**src/design/sdpci_pkg.sv**
```systemverilog
// Shared constants, command codes and carrier types for the SDRAM pin interface
package sdpci_pkg;

  // Widths of the pin groups
  localparam int ROW_W = 12;
  localparam int COL_W = 8;
  localparam int BANK_W = 2;
  localparam int DATA_W = 32;
  localparam int LANES = 4;

  // Mode word field positions
  localparam int MODE_BL_LSB = 0;
  localparam int MODE_BT_BIT = 3;
  localparam int MODE_CL_LSB = 4;
  localparam int MODE_WB_BIT = 9;

  // Address bit that selects all banks during precharge
  localparam int PRE_ALL_BIT = 10;

  // Burst length codes
  localparam logic [2:0] BL_1 = 3'h0;
  localparam logic [2:0] BL_2 = 3'h1;
  localparam logic [2:0] BL_4 = 3'h2;
  localparam logic [2:0] BL_8 = 3'h3;
  localparam logic [2:0] BL_FULL = 3'h7;

  // CAS latency code for the shorter pipeline
  localparam logic [2:0] CL_2 = 3'h2;

  // Mode word after reset (power-up content is undefined on the part)
  localparam logic [ROW_W-1:0] MODE_RST = 12'h030;

  // Column wrap masks per burst length
  localparam logic [COL_W-1:0] WRAP_1 = 8'h00;
  localparam logic [COL_W-1:0] WRAP_2 = 8'h01;
  localparam logic [COL_W-1:0] WRAP_4 = 8'h03;
  localparam logic [COL_W-1:0] WRAP_8 = 8'h07;
  localparam logic [COL_W-1:0] WRAP_FULL = 8'hFF;

  // Command codes as {row strobe, column strobe, write strobe}
  typedef enum logic [2:0] {
    SDPCI_MRS = 3'h0,
    SDPCI_REF = 3'h1,
    SDPCI_PRE = 3'h2,
    SDPCI_ACT = 3'h3,
    SDPCI_WR  = 3'h4,
    SDPCI_RD  = 3'h5,
    SDPCI_BST = 3'h6,
    SDPCI_NOP = 3'h7
  } sdpci_cmd_t;

  // Clock-enable power states, Gray coded
  typedef enum logic [1:0] {
    SDPCI_RUN  = 2'h0,
    SDPCI_SUSP = 2'h1,
    SDPCI_PDN  = 2'h3,
    SDPCI_SREF = 2'h2
  } sdpci_pwr_t;

  // Command strobe pins
  typedef struct packed {
    logic chip_select_n;
    logic row_strobe_n;
    logic column_strobe_n;
    logic write_strobe_n;
  } sdpci_strobes_t;

  // Decoded command handed to the core
  typedef struct packed {
    sdpci_cmd_t code;
    logic [BANK_W-1:0] bank;
    logic [ROW_W-1:0] addr;
    logic all_banks;
  } sdpci_cmd_info_t;

  // One write word for the array
  typedef struct packed {
    logic [BANK_W-1:0] bank;
    logic [COL_W-1:0] col;
    logic [DATA_W-1:0] data;
    logic [LANES-1:0] be;
  } sdpci_wr_word_t;

endpackage

```
**src/design/sdpci_word_buf.sv**
```systemverilog
// Two-entry buffer for write words with valid and ready on both sides
`timescale 1ns/1ns
module sdpci_word_buf (
  // Clock and reset
  input wire logic clk,
  input wire logic nrst,
  // Filling side
  input wire logic in_valid,
  input sdpci_pkg::sdpci_wr_word_t in_word,
  output logic in_ready,
  // Draining side
  output logic out_valid,
  output sdpci_pkg::sdpci_wr_word_t out_word,
  input wire logic out_ready
);

  // Whole buffer state: head entry drives the output, tail catches spill
  typedef struct packed {
    logic h_v;
    sdpci_pkg::sdpci_wr_word_t h;
    logic t_v;
    sdpci_pkg::sdpci_wr_word_t t;
  } sdpci_buf_st_t;

  sdpci_buf_st_t st_r; // Registered state
  sdpci_buf_st_t st_nxt; // Next state

  // Ready while the tail slot is free, so a word never gets overwritten
  assign in_ready = !st_r.t_v;
  assign out_valid = st_r.h_v;
  assign out_word = st_r.h;

  // Pop first, then place an accepted word in the first free slot
  always_comb begin
    st_nxt = st_r;
    if (st_r.h_v && out_ready) begin
      st_nxt.h_v = st_r.t_v;
      st_nxt.h = st_r.t;
      st_nxt.t_v = 1'b0;
    end
    if (in_valid && !st_r.t_v) begin
      if (!st_nxt.h_v) begin
        st_nxt.h_v = 1'b1;
        st_nxt.h = in_word;
      end else begin
        st_nxt.t_v = 1'b1;
        st_nxt.t = in_word;
      end
    end
  end

  // State register with synchronous reset
  always_ff @(posedge clk) begin
    if (!nrst) begin
      st_r <= '0;
    end else begin
      st_r <= st_nxt;
    end
  end

endmodule

```
**src/design/sdpci_pin_if.sv**
```systemverilog
// Pin-level command interface of a four-bank 32-bit synchronous DRAM
`timescale 1ns/1ns
module sdpci_pin_if (
  // Clock and reset
  input wire logic clk,
  input wire logic nrst,
  // Command and address pins
  input wire logic clock_enable,
  input sdpci_pkg::sdpci_strobes_t strobes,
  input wire logic [11:0] addr,
  input wire logic [1:0] bank_select,
  input wire logic [3:0] byte_mask,
  // Data pins, split into input, output and per-lane enable
  input wire logic [31:0] data_lines_in,
  output logic [31:0] data_lines_out,
  output logic [3:0] data_lines_oe,
  // Decoded commands and status toward the array core
  output logic cmd_valid,
  output sdpci_pkg::sdpci_cmd_info_t cmd_info,
  output logic [11:0] mode_word,
  output sdpci_pkg::sdpci_pwr_t pwr_state,
  // Read port toward the array, data returned in the request cycle
  output logic rd_req,
  output logic [1:0] rd_bank,
  output logic [7:0] rd_col,
  input wire logic [31:0] rd_data,
  // Write stream toward the array
  output logic wr_valid,
  output sdpci_pkg::sdpci_wr_word_t wr_word,
  input wire logic wr_ready,
  output logic wr_overflow
);

  // Whole state of the interface
  typedef struct packed {
    sdpci_pkg::sdpci_pwr_t pwr;
    logic [11:0] mode;
    logic bst_on;
    logic bst_wr;
    logic [1:0] bst_bank;
    logic [7:0] bst_col;
    logic [7:0] bst_idx;
    logic [7:0] bst_wrap;
    logic cmd_v;
    sdpci_pkg::sdpci_cmd_info_t cmd;
    logic rd_v;
    logic [1:0] rd_bank;
    logic [7:0] rd_col;
    logic cap_v;
    logic [31:0] cap_d;
    logic [3:0] mask_d;
    logic [31:0] dout;
    logic [3:0] doe;
    logic ovf;
  } sdpci_core_st_t;

  sdpci_core_st_t st_r; // Registered state
  sdpci_core_st_t st_nxt; // Next state
  logic push_v; // Write word offered to the buffer
  sdpci_pkg::sdpci_wr_word_t push_w; // Word offered to the buffer
  logic push_rdy; // Buffer can take a word

  // Column of beat idx inside a burst: wraps inside the burst block
  function automatic logic [7:0] col_at(input logic [7:0] start,
                                        input logic [7:0] idx,
                                        input logic [7:0] wrap,
                                        input logic ilv);
    logic [7:0] low;
    low = ilv ? (start ^ idx) : 8'(start + idx);
    col_at = (start & ~wrap) | (low & wrap);
  endfunction

  // Wrap mask for a burst length code, single beat for unknown codes
  function automatic logic [7:0] wrap_of(input logic [2:0] code);
    unique case (code)
      sdpci_pkg::BL_2: wrap_of = sdpci_pkg::WRAP_2;
      sdpci_pkg::BL_4: wrap_of = sdpci_pkg::WRAP_4;
      sdpci_pkg::BL_8: wrap_of = sdpci_pkg::WRAP_8;
      sdpci_pkg::BL_FULL: wrap_of = sdpci_pkg::WRAP_FULL;
      default: wrap_of = sdpci_pkg::WRAP_1;
    endcase
  endfunction

  // Next-state logic; pins are read here only, so sampling is at the edge
  always_comb begin : next_state
    logic [2:0] code;
    logic [7:0] wrap;
    logic ilv;
    logic full;
    logic sel;
    logic [7:0] col;
    code = {strobes.row_strobe_n, strobes.column_strobe_n,
            strobes.write_strobe_n};
    sel = !strobes.chip_select_n;
    ilv = st_r.mode[sdpci_pkg::MODE_BT_BIT];
    full = (st_r.bst_wrap == sdpci_pkg::WRAP_FULL);
    wrap = '0;
    col = '0;
    st_nxt = st_r;
    st_nxt.cmd_v = 1'b0;
    st_nxt.rd_v = 1'b0;
    push_v = 1'b0;
    push_w = '0;
    unique case (st_r.pwr)
      // Normal running: decode, advance bursts, move read data
      sdpci_pkg::SDPCI_RUN: begin
        // Continue a burst already in progress
        if (st_r.bst_on) begin
          col = col_at(st_r.bst_col, st_r.bst_idx, st_r.bst_wrap, ilv);
          if (st_r.bst_wr) begin
            push_v = (byte_mask != 4'hF);
            push_w = '{bank: st_r.bst_bank, col: col, data: data_lines_in,
                       be: ~byte_mask};
          end else begin
            st_nxt.rd_v = 1'b1;
            st_nxt.rd_bank = st_r.bst_bank;
            st_nxt.rd_col = col;
          end
          st_nxt.bst_idx = st_r.bst_idx + 8'h01;
          if (!full && st_r.bst_idx == st_r.bst_wrap) begin
            st_nxt.bst_on = 1'b0;
          end
        end
        // A selected command; deselect leaves the burst running
        if (sel && code != sdpci_pkg::SDPCI_NOP) begin
          st_nxt.cmd_v = 1'b1;
          st_nxt.cmd = '{code: sdpci_pkg::sdpci_cmd_t'(code),
                         bank: bank_select, addr: addr,
                         all_banks: 1'b0};
          unique case (code)
            // Mode word loads from the address pins
            sdpci_pkg::SDPCI_MRS: begin
              st_nxt.mode = addr;
            end
            // Row address of the activate travels in the command
            sdpci_pkg::SDPCI_ACT: begin
              st_nxt.cmd.addr = addr;
            end
            // Precharge: one bank or all, and it ends a matching burst
            sdpci_pkg::SDPCI_PRE: begin
              st_nxt.cmd.all_banks = addr[sdpci_pkg::PRE_ALL_BIT];
              if (addr[sdpci_pkg::PRE_ALL_BIT] ||
                  bank_select == st_r.bst_bank) begin
                st_nxt.bst_on = 1'b0;
              end
            end
            // Read or write: restart the burst at the new column
            sdpci_pkg::SDPCI_RD, sdpci_pkg::SDPCI_WR: begin
              st_nxt.cmd.addr = {4'h0, addr[7:0]};
              wrap = wrap_of(st_r.mode[sdpci_pkg::MODE_BL_LSB +: 3]);
              if (code == sdpci_pkg::SDPCI_WR &&
                  st_r.mode[sdpci_pkg::MODE_WB_BIT]) begin
                wrap = sdpci_pkg::WRAP_1;
              end
              st_nxt.bst_wr = (code == sdpci_pkg::SDPCI_WR);
              st_nxt.bst_bank = bank_select;
              st_nxt.bst_col = addr[7:0];
              st_nxt.bst_wrap = wrap;
              st_nxt.bst_idx = 8'h01;
              st_nxt.bst_on = (wrap != sdpci_pkg::WRAP_1);
              // A stream beat issued above belongs to the old burst
              push_v = 1'b0;
              st_nxt.rd_v = 1'b0;
              if (code == sdpci_pkg::SDPCI_WR) begin
                push_v = (byte_mask != 4'hF);
                push_w = '{bank: bank_select, col: addr[7:0],
                           data: data_lines_in, be: ~byte_mask};
              end else begin
                st_nxt.rd_v = 1'b1;
                st_nxt.rd_bank = bank_select;
                st_nxt.rd_col = addr[7:0];
              end
            end
            // Burst stop: only a full-page burst stops, data drains
            sdpci_pkg::SDPCI_BST: begin
              if (full) begin
                st_nxt.bst_on = 1'b0;
                st_nxt.rd_v = 1'b0;
                push_v = 1'b0;
              end
            end
            // Refresh and anything else pass through as decoded
            default: begin
              st_nxt.cmd.addr = addr;
            end
          endcase
        end
        // Read data pipeline: capture, then present at the latency
        st_nxt.cap_v = st_r.rd_v;
        st_nxt.cap_d = rd_data;
        if (st_r.mode[sdpci_pkg::MODE_CL_LSB +: 3] == sdpci_pkg::CL_2) begin
          st_nxt.dout = rd_data;
          st_nxt.doe = {4{st_r.rd_v}} & ~st_r.mask_d;
        end else begin
          st_nxt.dout = st_r.cap_d;
          st_nxt.doe = {4{st_r.cap_v}} & ~st_r.mask_d;
        end
        // Mask sampled now acts on the output loaded one edge later
        st_nxt.mask_d = byte_mask;
        // Clock enable low: pick the low-power state from the situation
        if (!clock_enable) begin
          if (sel && code == sdpci_pkg::SDPCI_REF) begin
            st_nxt.pwr = sdpci_pkg::SDPCI_SREF;
            st_nxt.bst_on = 1'b0;
          end else if (st_r.bst_on || st_r.rd_v || st_r.cap_v) begin
            st_nxt.pwr = sdpci_pkg::SDPCI_SUSP;
          end else begin
            st_nxt.pwr = sdpci_pkg::SDPCI_PDN;
          end
        end
      end
      // Suspended or powered down: state holds, with command valid and read request cleared, until enable returns
      sdpci_pkg::SDPCI_SUSP, sdpci_pkg::SDPCI_PDN,
      sdpci_pkg::SDPCI_SREF: begin
        if (clock_enable) begin
          st_nxt.pwr = sdpci_pkg::SDPCI_RUN;
        end
      end
    endcase
    // Overflow is sticky once a word finds the buffer full
    if (push_v && !push_rdy) begin
      st_nxt.ovf = 1'b1;
    end
  end

  // State register with synchronous reset
  always_ff @(posedge clk) begin
    if (!nrst) begin
      st_r <= '0;
      st_r.pwr <= sdpci_pkg::SDPCI_RUN;
      st_r.mode <= sdpci_pkg::MODE_RST;
      st_r.cmd.code <= sdpci_pkg::SDPCI_NOP;
    end else begin
      st_r <= st_nxt;
    end
  end

  // Write words wait here so a stall by the array loses none of the first two; a third sets the overflow flag
  sdpci_word_buf u_wr_buf (
    .clk(clk),
    .nrst(nrst),
    .in_valid(push_v),
    .in_word(push_w),
    .in_ready(push_rdy),
    .out_valid(wr_valid),
    .out_word(wr_word),
    .out_ready(wr_ready)
  );

  // Outputs straight from the state register
  assign data_lines_out = st_r.dout;
  assign data_lines_oe = st_r.doe;
  assign cmd_valid = st_r.cmd_v;
  assign cmd_info = st_r.cmd;
  assign mode_word = st_r.mode;
  assign pwr_state = st_r.pwr;
  assign rd_req = st_r.rd_v;
  assign rd_bank = st_r.rd_bank;
  assign rd_col = st_r.rd_col;
  assign wr_overflow = st_r.ovf;

endmodule

```
**config.mk**
```make
export PLATFORM = sky130hd
export DESIGN_NAME = sdpci_pin_if
export DESIGN_NICKNAME = d
export VERILOG_FILES = /design/src/design/sdpci_pkg.sv /design/src/design/sdpci_word_buf.sv /design/src/design/sdpci_pin_if.sv
export SDC_FILE = /design/constraint.sdc
export NUM_CORES = 1
export LEC_CHECK = 0
export BUFFER_PORTS_ARGS = -buffer_cell sky130_fd_sc_hd__buf_2
export CELL_PAD_IN_SITES_DETAIL_PLACEMENT = 0
export CELL_PAD_IN_SITES_GLOBAL_PLACEMENT = 1
export CORE_AREA = 2 2 170 172
export CTS_BUF_LIST = sky130_fd_sc_hd__clkbuf_4 sky130_fd_sc_hd__clkbuf_8
export DETAILED_ROUTE_END_ITERATION = 8
export DIE_AREA = 0 0 172 174
export HOLD_SLACK_MARGIN = 0.03
export PLACE_DENSITY = 0.84
export SETUP_SLACK_MARGIN = 0.15
export SLEW_MARGIN = 5
export SYNTH_ARGS = -nofsm -noshare
export SYNTH_HDL_FRONTEND = slang
export SYNTH_SLANG_ARGS = --single-unit
export TNS_END_PERCENT = 50
```
**constraint.sdc**
```tcl
create_clock -name clk -period 2.75 [get_ports clk]
set_clock_uncertainty 0.1 [all_clocks]
set_input_delay 0.55 -clock clk [delete_from_list [all_inputs] [get_ports clk]]
set_output_delay 0.55 -clock clk [all_outputs]
set_load 0.005 [all_outputs]
```
After elaboration in Yosys (flattened, before gate mapping). Cells that the tools add are included.

Add/subtract/negate cells: 2. Eq/ne operators: 20. Multiplexer cells: 47. Bitwise operators: 9. Reductions and logical operators: 24.

Operators by type and width (number): 2-to-1 mux 46 bit (7); 2-to-1 mux 94 bit (1); 2-to-1 mux 58 bit (1); 2-to-1 mux 48 bit (1); 2-to-1 mux 8 bit (6); 2-to-1 mux 47 bit (1); 2-to-1 mux 36 bit (1); 2-to-1 mux 11 bit (3); case mux 8 bit (4 select lines) (1); 2-to-1 mux 27 bit (1); bitwise AND 8 bit (2); 2-to-1 mux 1 bit (14); equality test 3 x 2 -> 1 bit, second input constant (4); equality test 3 bit, second input constant (4); 2-to-1 mux 12 bit (1); 2-to-1 mux 10 bit (1); adder 8 x 1 -> 8 bit, second input constant (1); adder 8 bit (1); bitwise AND 4 bit (2); equality test 8 bit (1); equality test 8 bit, second input constant (1); 2-to-1 mux 2 bit (4); inverter 4 bit (2); inverter 8 bit (1); other kinds (22) (40).

Register bits: 240. Bits of input ports: 90. Output and inout bits: 128. Logic and storage cells: 134.

Longest topological paths before layout. Gate-level depths: netlist of the first run.

Word-level depth: 12. Gate-level depth with buffers: 9. Depth with buffers taken out: 8.

Hierarchy. A second synthesis of the first run with hierarchy kept.

Cell total of the unflattened synthesis: 1422. Area, all modules: 11556.1 µm².

By module, submodules not included: sdpci_pin_if (instances 1, cells each 902, area an instance 7267.0 µm², sequential area each 2842.7 µm²); sdpci_word_buf (instances 1, cells each 520, area an instance 4289.1 µm², sequential area each 1881.8 µm²).

Least setup slack after synthesis of the first run. OpenSTA, ideal clock, no wires.

Path kind: input port to flip-flop. From: input port strobes[0] in the netlist's numbering. To: register u_wr_buf.st_r (netlist bit u_wr_buf.out_word[30]). Setup time: 0.145 ns. Arrival time: 2.026 ns. Required time: 2.505 ns. Path slack: 0.478 ns. Stages on the path: 9. Path buffers: 3. Path through: buf_6 > nor4b_4 > o2111ai_1 > nand2b_4 > nand2b_4 > buf_6 > clkbuf_1 > a21oi_1 > a311oi_2.

Cells in the longest elaborated chain, start to end: 7. Elaborated cells on any way between the ends: 17. Those cells by class: eq/ne (4); mux (10); reduce/logical (3).

RTL lines: from (decl) (line sdpci_pin_if.sv:9) `input sdpci_pkg::sdpci_strobes_t strobes,`; equality test 3 bit; 2-to-1 mux 1 bit (tied with other cells) (line sdpci_pin_if.sv:164) `if (code == sdpci_pkg::SDPCI_WR) begin`; case mux 1 bit (2 select lines) / 2-to-1 mux 46 bit (equally long branches) (line sdpci_pin_if.sv:130) `unique case (code)`; 2-to-1 mux 1 bit / 2-to-1 mux 46 bit (equally long branches) (line sdpci_pin_if.sv:125) `if (sel && code != sdpci_pkg::SDPCI_NOP) begin`; 2-to-1 mux 1 bit / 2-to-1 mux 46 bit (equally long branches) (line sdpci_pin_if.sv:104) `unique case (st_r.pwr)`; logical AND 1 bit / 2-to-1 mux 46 bit (equally long branches) (line sdpci_word_buf.sv:41, sdpci_word_buf.sv:42); 2-to-1 mux 94 bit (*) (line sdpci_word_buf.sv:41) `if (in_valid && !st_r.t_v) begin`; to (signal assigned) (line sdpci_word_buf.sv:57) `st_r <= st_nxt;`; to (decl) (line sdpci_word_buf.sv:25) `sdpci_buf_st_t st_r;`.

Mark *: on every way between the ends. The rest lies on a longest branch, timed or not. A chain may end at the register's enable or synchronous reset.

Worst setup path in the final report of the first run.
From: register st_r[112] in the netlist's numbering. To: register u_wr_buf.st_r (netlist bit u_wr_buf.out_word[40]).

Cells in the longest elaborated chain, start to end: 12.

RTL lines: from (decl) (line sdpci_pin_if.sv:57) `sdpci_core_st_t st_r;`; from (signal assigned) (line sdpci_pin_if.sv:234) `st_r <= st_nxt;`; adder 8 bit (*) (line sdpci_pin_if.sv:69) `low = ilv ? (start ^ idx) : 8'(start + idx);`; 2-to-1 mux 8 bit (*) (line sdpci_pin_if.sv:69); bitwise AND 8 bit (*) (line sdpci_pin_if.sv:70) `col_at = (start & ~wrap) | (low & wrap);`; OR 8 bit (*) (line sdpci_pin_if.sv:70); 2-to-1 mux 46 bit (*) (line sdpci_pin_if.sv:110) `if (st_r.bst_wr) begin`; 2-to-1 mux 46 bit (*) (line sdpci_pin_if.sv:108) `if (st_r.bst_on) begin`; 2-to-1 mux 46 bit (line sdpci_pin_if.sv:164); 2-to-1 mux 46 bit (line sdpci_pin_if.sv:130); 2-to-1 mux 46 bit (*) (line sdpci_pin_if.sv:125); 2-to-1 mux 46 bit (*) (line sdpci_pin_if.sv:104); 2-to-1 mux 46 bit (*) (line sdpci_word_buf.sv:42) `if (!st_nxt.h_v) begin`; 2-to-1 mux 94 bit (*) (line sdpci_word_buf.sv:41).

Marked as above.

==> flow_summary.yaml, run 1 <==
status:
  status: "completed"
synthesis:
  ys_types: 59
  synth_top_cell_by_area: "dfxtp_1"
  avgSynthCellArea_um2: 8.111
  netlist_area_um2: 11050
  ys_warn_count: 0
  synthArstFlopShare_pct: 0
  synth_top_area_share_pct: 42.77
  ys_ff_latch: 236
  synth_area_leaders: "dfxtp_1, nand2_1, buf_4"
  ys.flop_type: "dfxtp_1"
  synthCells: 1362
  synth_edf_count: 0
  ys_seq_area_share_pct: 42.77
  synthesis.nets: 1461
floorplan:
  core_um2: 28240
  placementRows: 62
  start_util_pct: 39.12
  die_y_um: 174
  die_area_um2: 29930
  die_width_um: 172
  io-pin-count: 218
final_layout:
  mostFrequentLayoutCell: "nand2_1"
  layout-drive-gt1-share_pct: 23.74
  fin_util_pct: 43.79
  fill_cells: 2928
  layout.nets: 1520
  final_cell_mix: "nand2_1, dfxtp_1, buf_2"
  area_growth_pct: 11.94
  fin_area_um2: 12370
timing:
  period_needed_ps: 2362
  tightestPinTransition_ps: 620.1
  final.period_utilization_pct: 85.89
  whs_ps: 129.7
  slew_violations: 0
  setup_viol_count_final: 0
  final_hold_viol_count: 0
  rsz0062_at_grt: "no"
  fmax_mhz: 423.4
  slew_headroom_pct: 58.38
  setup_tns_ps: 0
critical_path:
  required_ps: 3100
  critPathKind: "register to register"
  crit_arrival_ps: 2710
  end_kind: "register"
  setup.worst_path.start_class: "register"
  critPathMaxFanout: 5
clock_network:
  tritoncts: "yes"
  clkTransAtPathRegs_ps: 60
  cts_max_path_buffers: 3
  cts_setup_buffers: 0
  clk-insertion-delay-late_ps: 540
  cts_buffers: 42
  cts.sinks: 236
  postCtsHoldBufs: 0
  cts_root_buffer: "clkbuf_8"
  cts_resized: 0
  cts_htree_levels: 2
power_and_ir_drop:
  power_leakage_nw: 4.935
  ir_drop_mv: 0.4226
  p_total_mw: 7.539
  power_density_nw_per_um2: 609.7
hold_path:
  hp-class: "input port to register"
place:
  io_buffers: 217
  dp_hpwl_um: 19790
  gp_congestion: 0.8360
  place_area_um2: 11560
detailed_routing:
  dr.first_iter.drc_count: 749
  drt-wirelength-per-cell_um: 16.13
  vias_per_cell: 5.188
  wirelength_um: 29540
  drcViolationCount: 0
  num_vias: 9499
  first_pass_iters: 5
  detail-route-antenna-nets: 0
global_routing:
  antenna_found_initial: 4
  grt_overflow: 0
  grt.total_usage_pct: 19.36
  grt_max_degree: 80
  grt_pass1_wl_um: 46910
  grt_pass1_vias: 8661
flow_run:
  maxCapViolCount: 0
## layout make-up
class	instances	area, um^2	share of cell area, %
diodes	2	5.005	0.04047
clock buffers	62	772.0	6.243
clock inverters	6	32.53	0.2631
inverters	7	31.28	0.2530
multi-input cells	888	4940	39.95
flip-flops and latches	236	4726	38.22
well taps	384	480.5	3.885
repair buffers	246	1379	11.15
## metrics by stage
step / cells / setup slack, ps
6_report: 1831 / 388.1
5_1_grt: 1831 / 244.9
4_1_cts: 1829 / 403.7
3_5_place_dp: 1761 / 154.4
3_3_place_gp: 1761 / 181.9
2_1_floorplan: 1362 / 478.5
## cells by family (layout without fill, tap and decap cells)
logic type                 Yosys count  count (layout)  synth area share [%]
and+or+nand+nor                    492             492                 19.31
AOI/OAI and AO/OA                  322             322                 18.27
buffers and inverters              238             321                 12.80
DFF                                236             236                 42.77
muxes                               48              48                 4.406
xor gates and xnor gates            16              16                 1.269
adders and majority gates           10              10                 1.178
other                                0               2                     0
## cells in the mapped netlist (2+ instances only)
cell type / count
nor3_1: 10
or3_1: 2
o32ai_1: 4
o221ai_1: 4
nand4_1: 9
a311oi_2: 10
dfxtp_1: 236
nor3b_1: 2
nand3_1: 92
xor2_1: 6
buf_4: 124
buf_1: 7
xnor2_1: 10
nand2b_1: 7
o211ai_1: 4
nand3b_1: 2
o2111ai_1: 2
and3_1: 7
a21oi_1: 183
inv_2: 2
buf_2: 20
mux2i_1: 43
a211oi_1: 38
inv_1: 5
a22oi_1: 2
a311oi_1: 30
nor2_1: 92
nand2_1: 254
ha_1: 8
o21ai_0: 24
mux2_2: 5
buf_6: 4
nor2b_1: 3
o21a_1: 2
a31oi_1: 8
and2_1: 2
clkbuf_1: 76
nand2b_4: 2
## layer usage
| layer | wire length [um] | vias to the layer above | global-route usage [%] |
|---|---|---|---|
| li1 | - | 4723 | - |
| met1 | 13450 | 4413 | 26.71 |
| met2 | 13250 | 303 | 29.48 |
| met3 | 2014 | 56 | 4.622 |
| met4 | 802 | 4 | 6.758 |
| met5 | 27 | - | 0 |
## worst max-delay path, cell delays in order (launching register included)
cell	delay, ps
dfxtp_1	380
ha_1	250
fa_1	420
a21o_1	180
a21oi_1	150
o21ai_0	90
a31o_2	270
nand2b_1	170
a311oi_1	260
## registers in the layout (all words and copies together) (netlist names)
register and cells:
u_wr_buf.st_r 47, rd_bank 2, pwr_state 2, u_wr_buf.out_word 46, st_r 61, data_lines_out 32, rd_req 1, u_wr_buf.out_valid 1
rd_col 8, cmd_info 18, mode_word 12, data_lines_oe 4, wr_overflow 1, cmd_valid 1
## final timing paths
path         depth (start not counted)  slack [ps]                     to         start
min reg2reg                          2         350               st_r[41]      st_r[41]
max reg2reg                          8         390  u_wr_buf.out_word[40]     st_r[112]
max                                  8         390  u_wr_buf.out_word[40]     st_r[112]
min                                  2         130           pwr_state[1]  clock_enable
## power by group
group,switching [mW],total (mW),internal (mW),leakage (nW)
logic,0.440,0.708,0.269,2.58
clock network,1.42,3.20,1.78,0.432
registers,0.0719,3.63,3.56,1.92
Note: power is estimated with default switching activity, not from simulation.
==> inputs of run 2 (changes only) <==
--- a/config.mk
+++ b/config.mk
@@ -5,6 +5,7 @@
 export SDC_FILE = /design/constraint.sdc
 export NUM_CORES = 1
 export LEC_CHECK = 0
+export ABC_AREA = 1
 export BUFFER_PORTS_ARGS = -buffer_cell sky130_fd_sc_hd__buf_2
 export CELL_PAD_IN_SITES_DETAIL_PLACEMENT = 0
 export CELL_PAD_IN_SITES_GLOBAL_PLACEMENT = 1
@@ -13,7 +14,7 @@
 export DETAILED_ROUTE_END_ITERATION = 8
 export DIE_AREA = 0 0 172 174
 export HOLD_SLACK_MARGIN = 0.03
-export PLACE_DENSITY = 0.84
+export PLACE_DENSITY = 0.86
 export SETUP_SLACK_MARGIN = 0.15
 export SLEW_MARGIN = 5
 export SYNTH_ARGS = -nofsm -noshare
==> run 2 against run 1 <==
  * Wire length rose by 4.1%
  * Power rose by 8.9%
  * Die area did not move
  * Final cell count rose by 9.6%
  * Critical endpoint is now u_wr_buf.st_r[38]
==> flow_summary.yaml, run 2 <==
clock_network:
  clkTransAtPathRegs_ps: 60
  cts_htree_levels: 2
  postCtsHoldBufs: 0
  cts_buffers: 42
  cts_resized: 0
  cts_max_path_buffers: 3
  tritoncts: "yes"
  cts_root_buffer: "clkbuf_8"
  cts.sinks: 236
  cts_setup_buffers: 0
  clk-insertion-delay-late_ps: 540
critical_path:
  crit_arrival_ps: 2730
  startpoint: "st_r[112]"
  cp-endpoint: "u_wr_buf.st_r[38]"
  required_ps: 3120
  setup.worst_path.start_class: "register"
  end_kind: "register"
  timing.rr.start: "st_r[112]"
  slowest_stage: "fa_1"
  r2r_slack_ps: 400
  rr_endpoint: "u_wr_buf.st_r[38]"
  critPathMaxFanout: 4
  critPathKind: "register to register"
  reg2reg_depth: 9
  crit_chain: "ha_1, fa_1, nand2_1, xor2_1, o21ai_0, nand2_1, a21oi_1, o21ai_0, a21oi_1"
  cp_slowest_stage_delay_ps: 400
detailed_routing:
  first_pass_iters: 5
  wirelength_um: 30740
  drt-wirelength-per-cell_um: 15.33
  dr.first_iter.drc_count: 559
  detail-route-antenna-nets: 0
  num_vias: 10011
  vias_per_cell: 4.991
  drcViolationCount: 0
floorplan:
  placementRows: 62
  io-pin-count: 218
  die_area_um2: 29930
  die_y_um: 174
  start_util_pct: 39.38
  die_width_um: 172
  core_um2: 28240
power_and_ir_drop:
  ir_drop_mv: 0.4117
  power_leakage_nw: 5.820
  power_density_nw_per_um2: 652.8
  p_total_mw: 8.211
final_layout:
  area_growth_pct: 13.11
  fin_cells: 2006
  mostFrequentLayoutCell: "nand2_1"
  largest_reg_flops: 61
  final_cell_mix: "nand2_1, dfxtp_1, buf_2"
  layout-drive-gt1-share_pct: 21.91
  regMostFlops: "st_r"
  fin_area_um2: 12580
  layout.nets: 1686
  fin_util_pct: 44.55
hold_path:
  hold_start: "rd_data[22]"
  hp-class: "input port to register"
synthesis:
  synthesis.nets: 1612
  ys_types: 45
  synth_edf_count: 0
  synth_most_common_cell: "nand2_1"
  synth_top_area_share_pct: 42.48
  ys_seq_area_share_pct: 42.48
  synth_commonest_cells: "nand2_1, dfxtp_1, nand3_1, a21oi_1, buf_4"
  ys_warn_count: 0
  ys_ff_latch: 236
  ys.flop_type: "dfxtp_1"
  avgSynthCellArea_um2: 7.350
  synthCells: 1513
  netlist_area_um2: 11120
  synthArstFlopShare_pct: 0
  synth_area_leaders: "dfxtp_1, nand2_1, buf_4"
  synth_top_cell_by_area: "dfxtp_1"
timing:
  setup_viol_count_final: 0
  slew_headroom_pct: 57.35
  setup_tns_ps: 0
  period_needed_ps: 2352
  final_hold_viol_count: 0
  fmax_mhz: 425.2
  rsz0062_at_grt: "no"
  slew_violations: 0
  tightestPinTransition_ps: 639.7
  final.period_utilization_pct: 85.51
global_routing:
  grt_pass1_vias: 9300
  grt_max_degree: 128
  antenna_found_initial: 3
  grt_overflow: 0
  grt_pass1_wl_um: 48800
  grt.total_usage_pct: 20.22
place:
  io_buffers: 217
  dp_hpwl_um: 20680
  place_inst: 1927
  place_area_um2: 11600
  gp_congestion: 0.8992
flow_run:
  maxCapViolCount: 0
status:
  status: "completed"
==> run 2: worst min path at each step <==
stage / endpoint / slack, ps / depth (start not counted)
4_1_cts: st_r[59] / 110 / 3
5_1_grt: cmd_info[10] / 130 / 3
3_5_place_dp: u_wr_buf.st_r[11] / 340 / 2
3_3_place_gp: u_wr_buf.st_r[11] / 330 / 2
6_report: st_r[63] / 150 / 3
2_1_floorplan: u_wr_buf.st_r[11] / 320 / 2
==> run 2: stage by stage <==
stage | hold WS, ps | setup WS, ps
after floorplan | 321.6 | 724.0
after global placement | 332.5 | 213.0
after detailed placement | 339.0 | 173.1
after CTS | 110.4 | 379.7
after global routing | 128.0 | 244.3
final | 153.4 | 398.4
==> run 2: critical path: cells and delay by family, from the launching register on <==
kind | cells | cell delay, ps
and+or+nand+nor | 2 | 190
adders and majority gates | 2 | 660
xor gates and xnor gates | 1 | 70
DFF | 1 | 350
AOI/OAI and AO/OA | 4 | 920
==> run 2: final cells by class <==
type                    instances  area [um^2]
multi-input cells             960         4677
well taps                     384        480.5
clock inverters                12        145.1
repair buffers                244         1329
inverters                     103        391.6
clock buffers                  65        825.8
fillers                      2955        15660
flip-flops and latches        236         4725
diodes                          2        5.005
==> run 2: logic make-up (layout without fill, tap and decap cells) <==
group,Yosys count,in the layout,share of synthesized area (%)
and+or+nand+nor,593,593,22.70
AOI/OAI and AO/OA,350,350,17.53
buffers and inverters,317,424,15.57
DFF,236,236,42.48
adders and majority gates,9,9,1.080
xor gates and xnor gates,8,8,0.6301
other,0,2,0
==> run 2: metal layers <==
| metal | up-vias | GRT usage (%) | routed length [um] |
|---|---|---|---|
| met3 | 64 | 5.055 | 2434 |
| met5 | - | 0 | 13 |
| li1 | 5040 | - | - |
| met1 | 4556 | 27.74 | 14060 |
| met2 | 349 | 30.34 | 13290 |
| met4 | 2 | 8.053 | 937 |
==> run 2: power breakdown <==
part	total [mW]	internal [mW]	switching, mW
logic	0.821	0.307	0.514
clock network	3.70	2.21	1.49
registers	3.69	3.59	0.0936
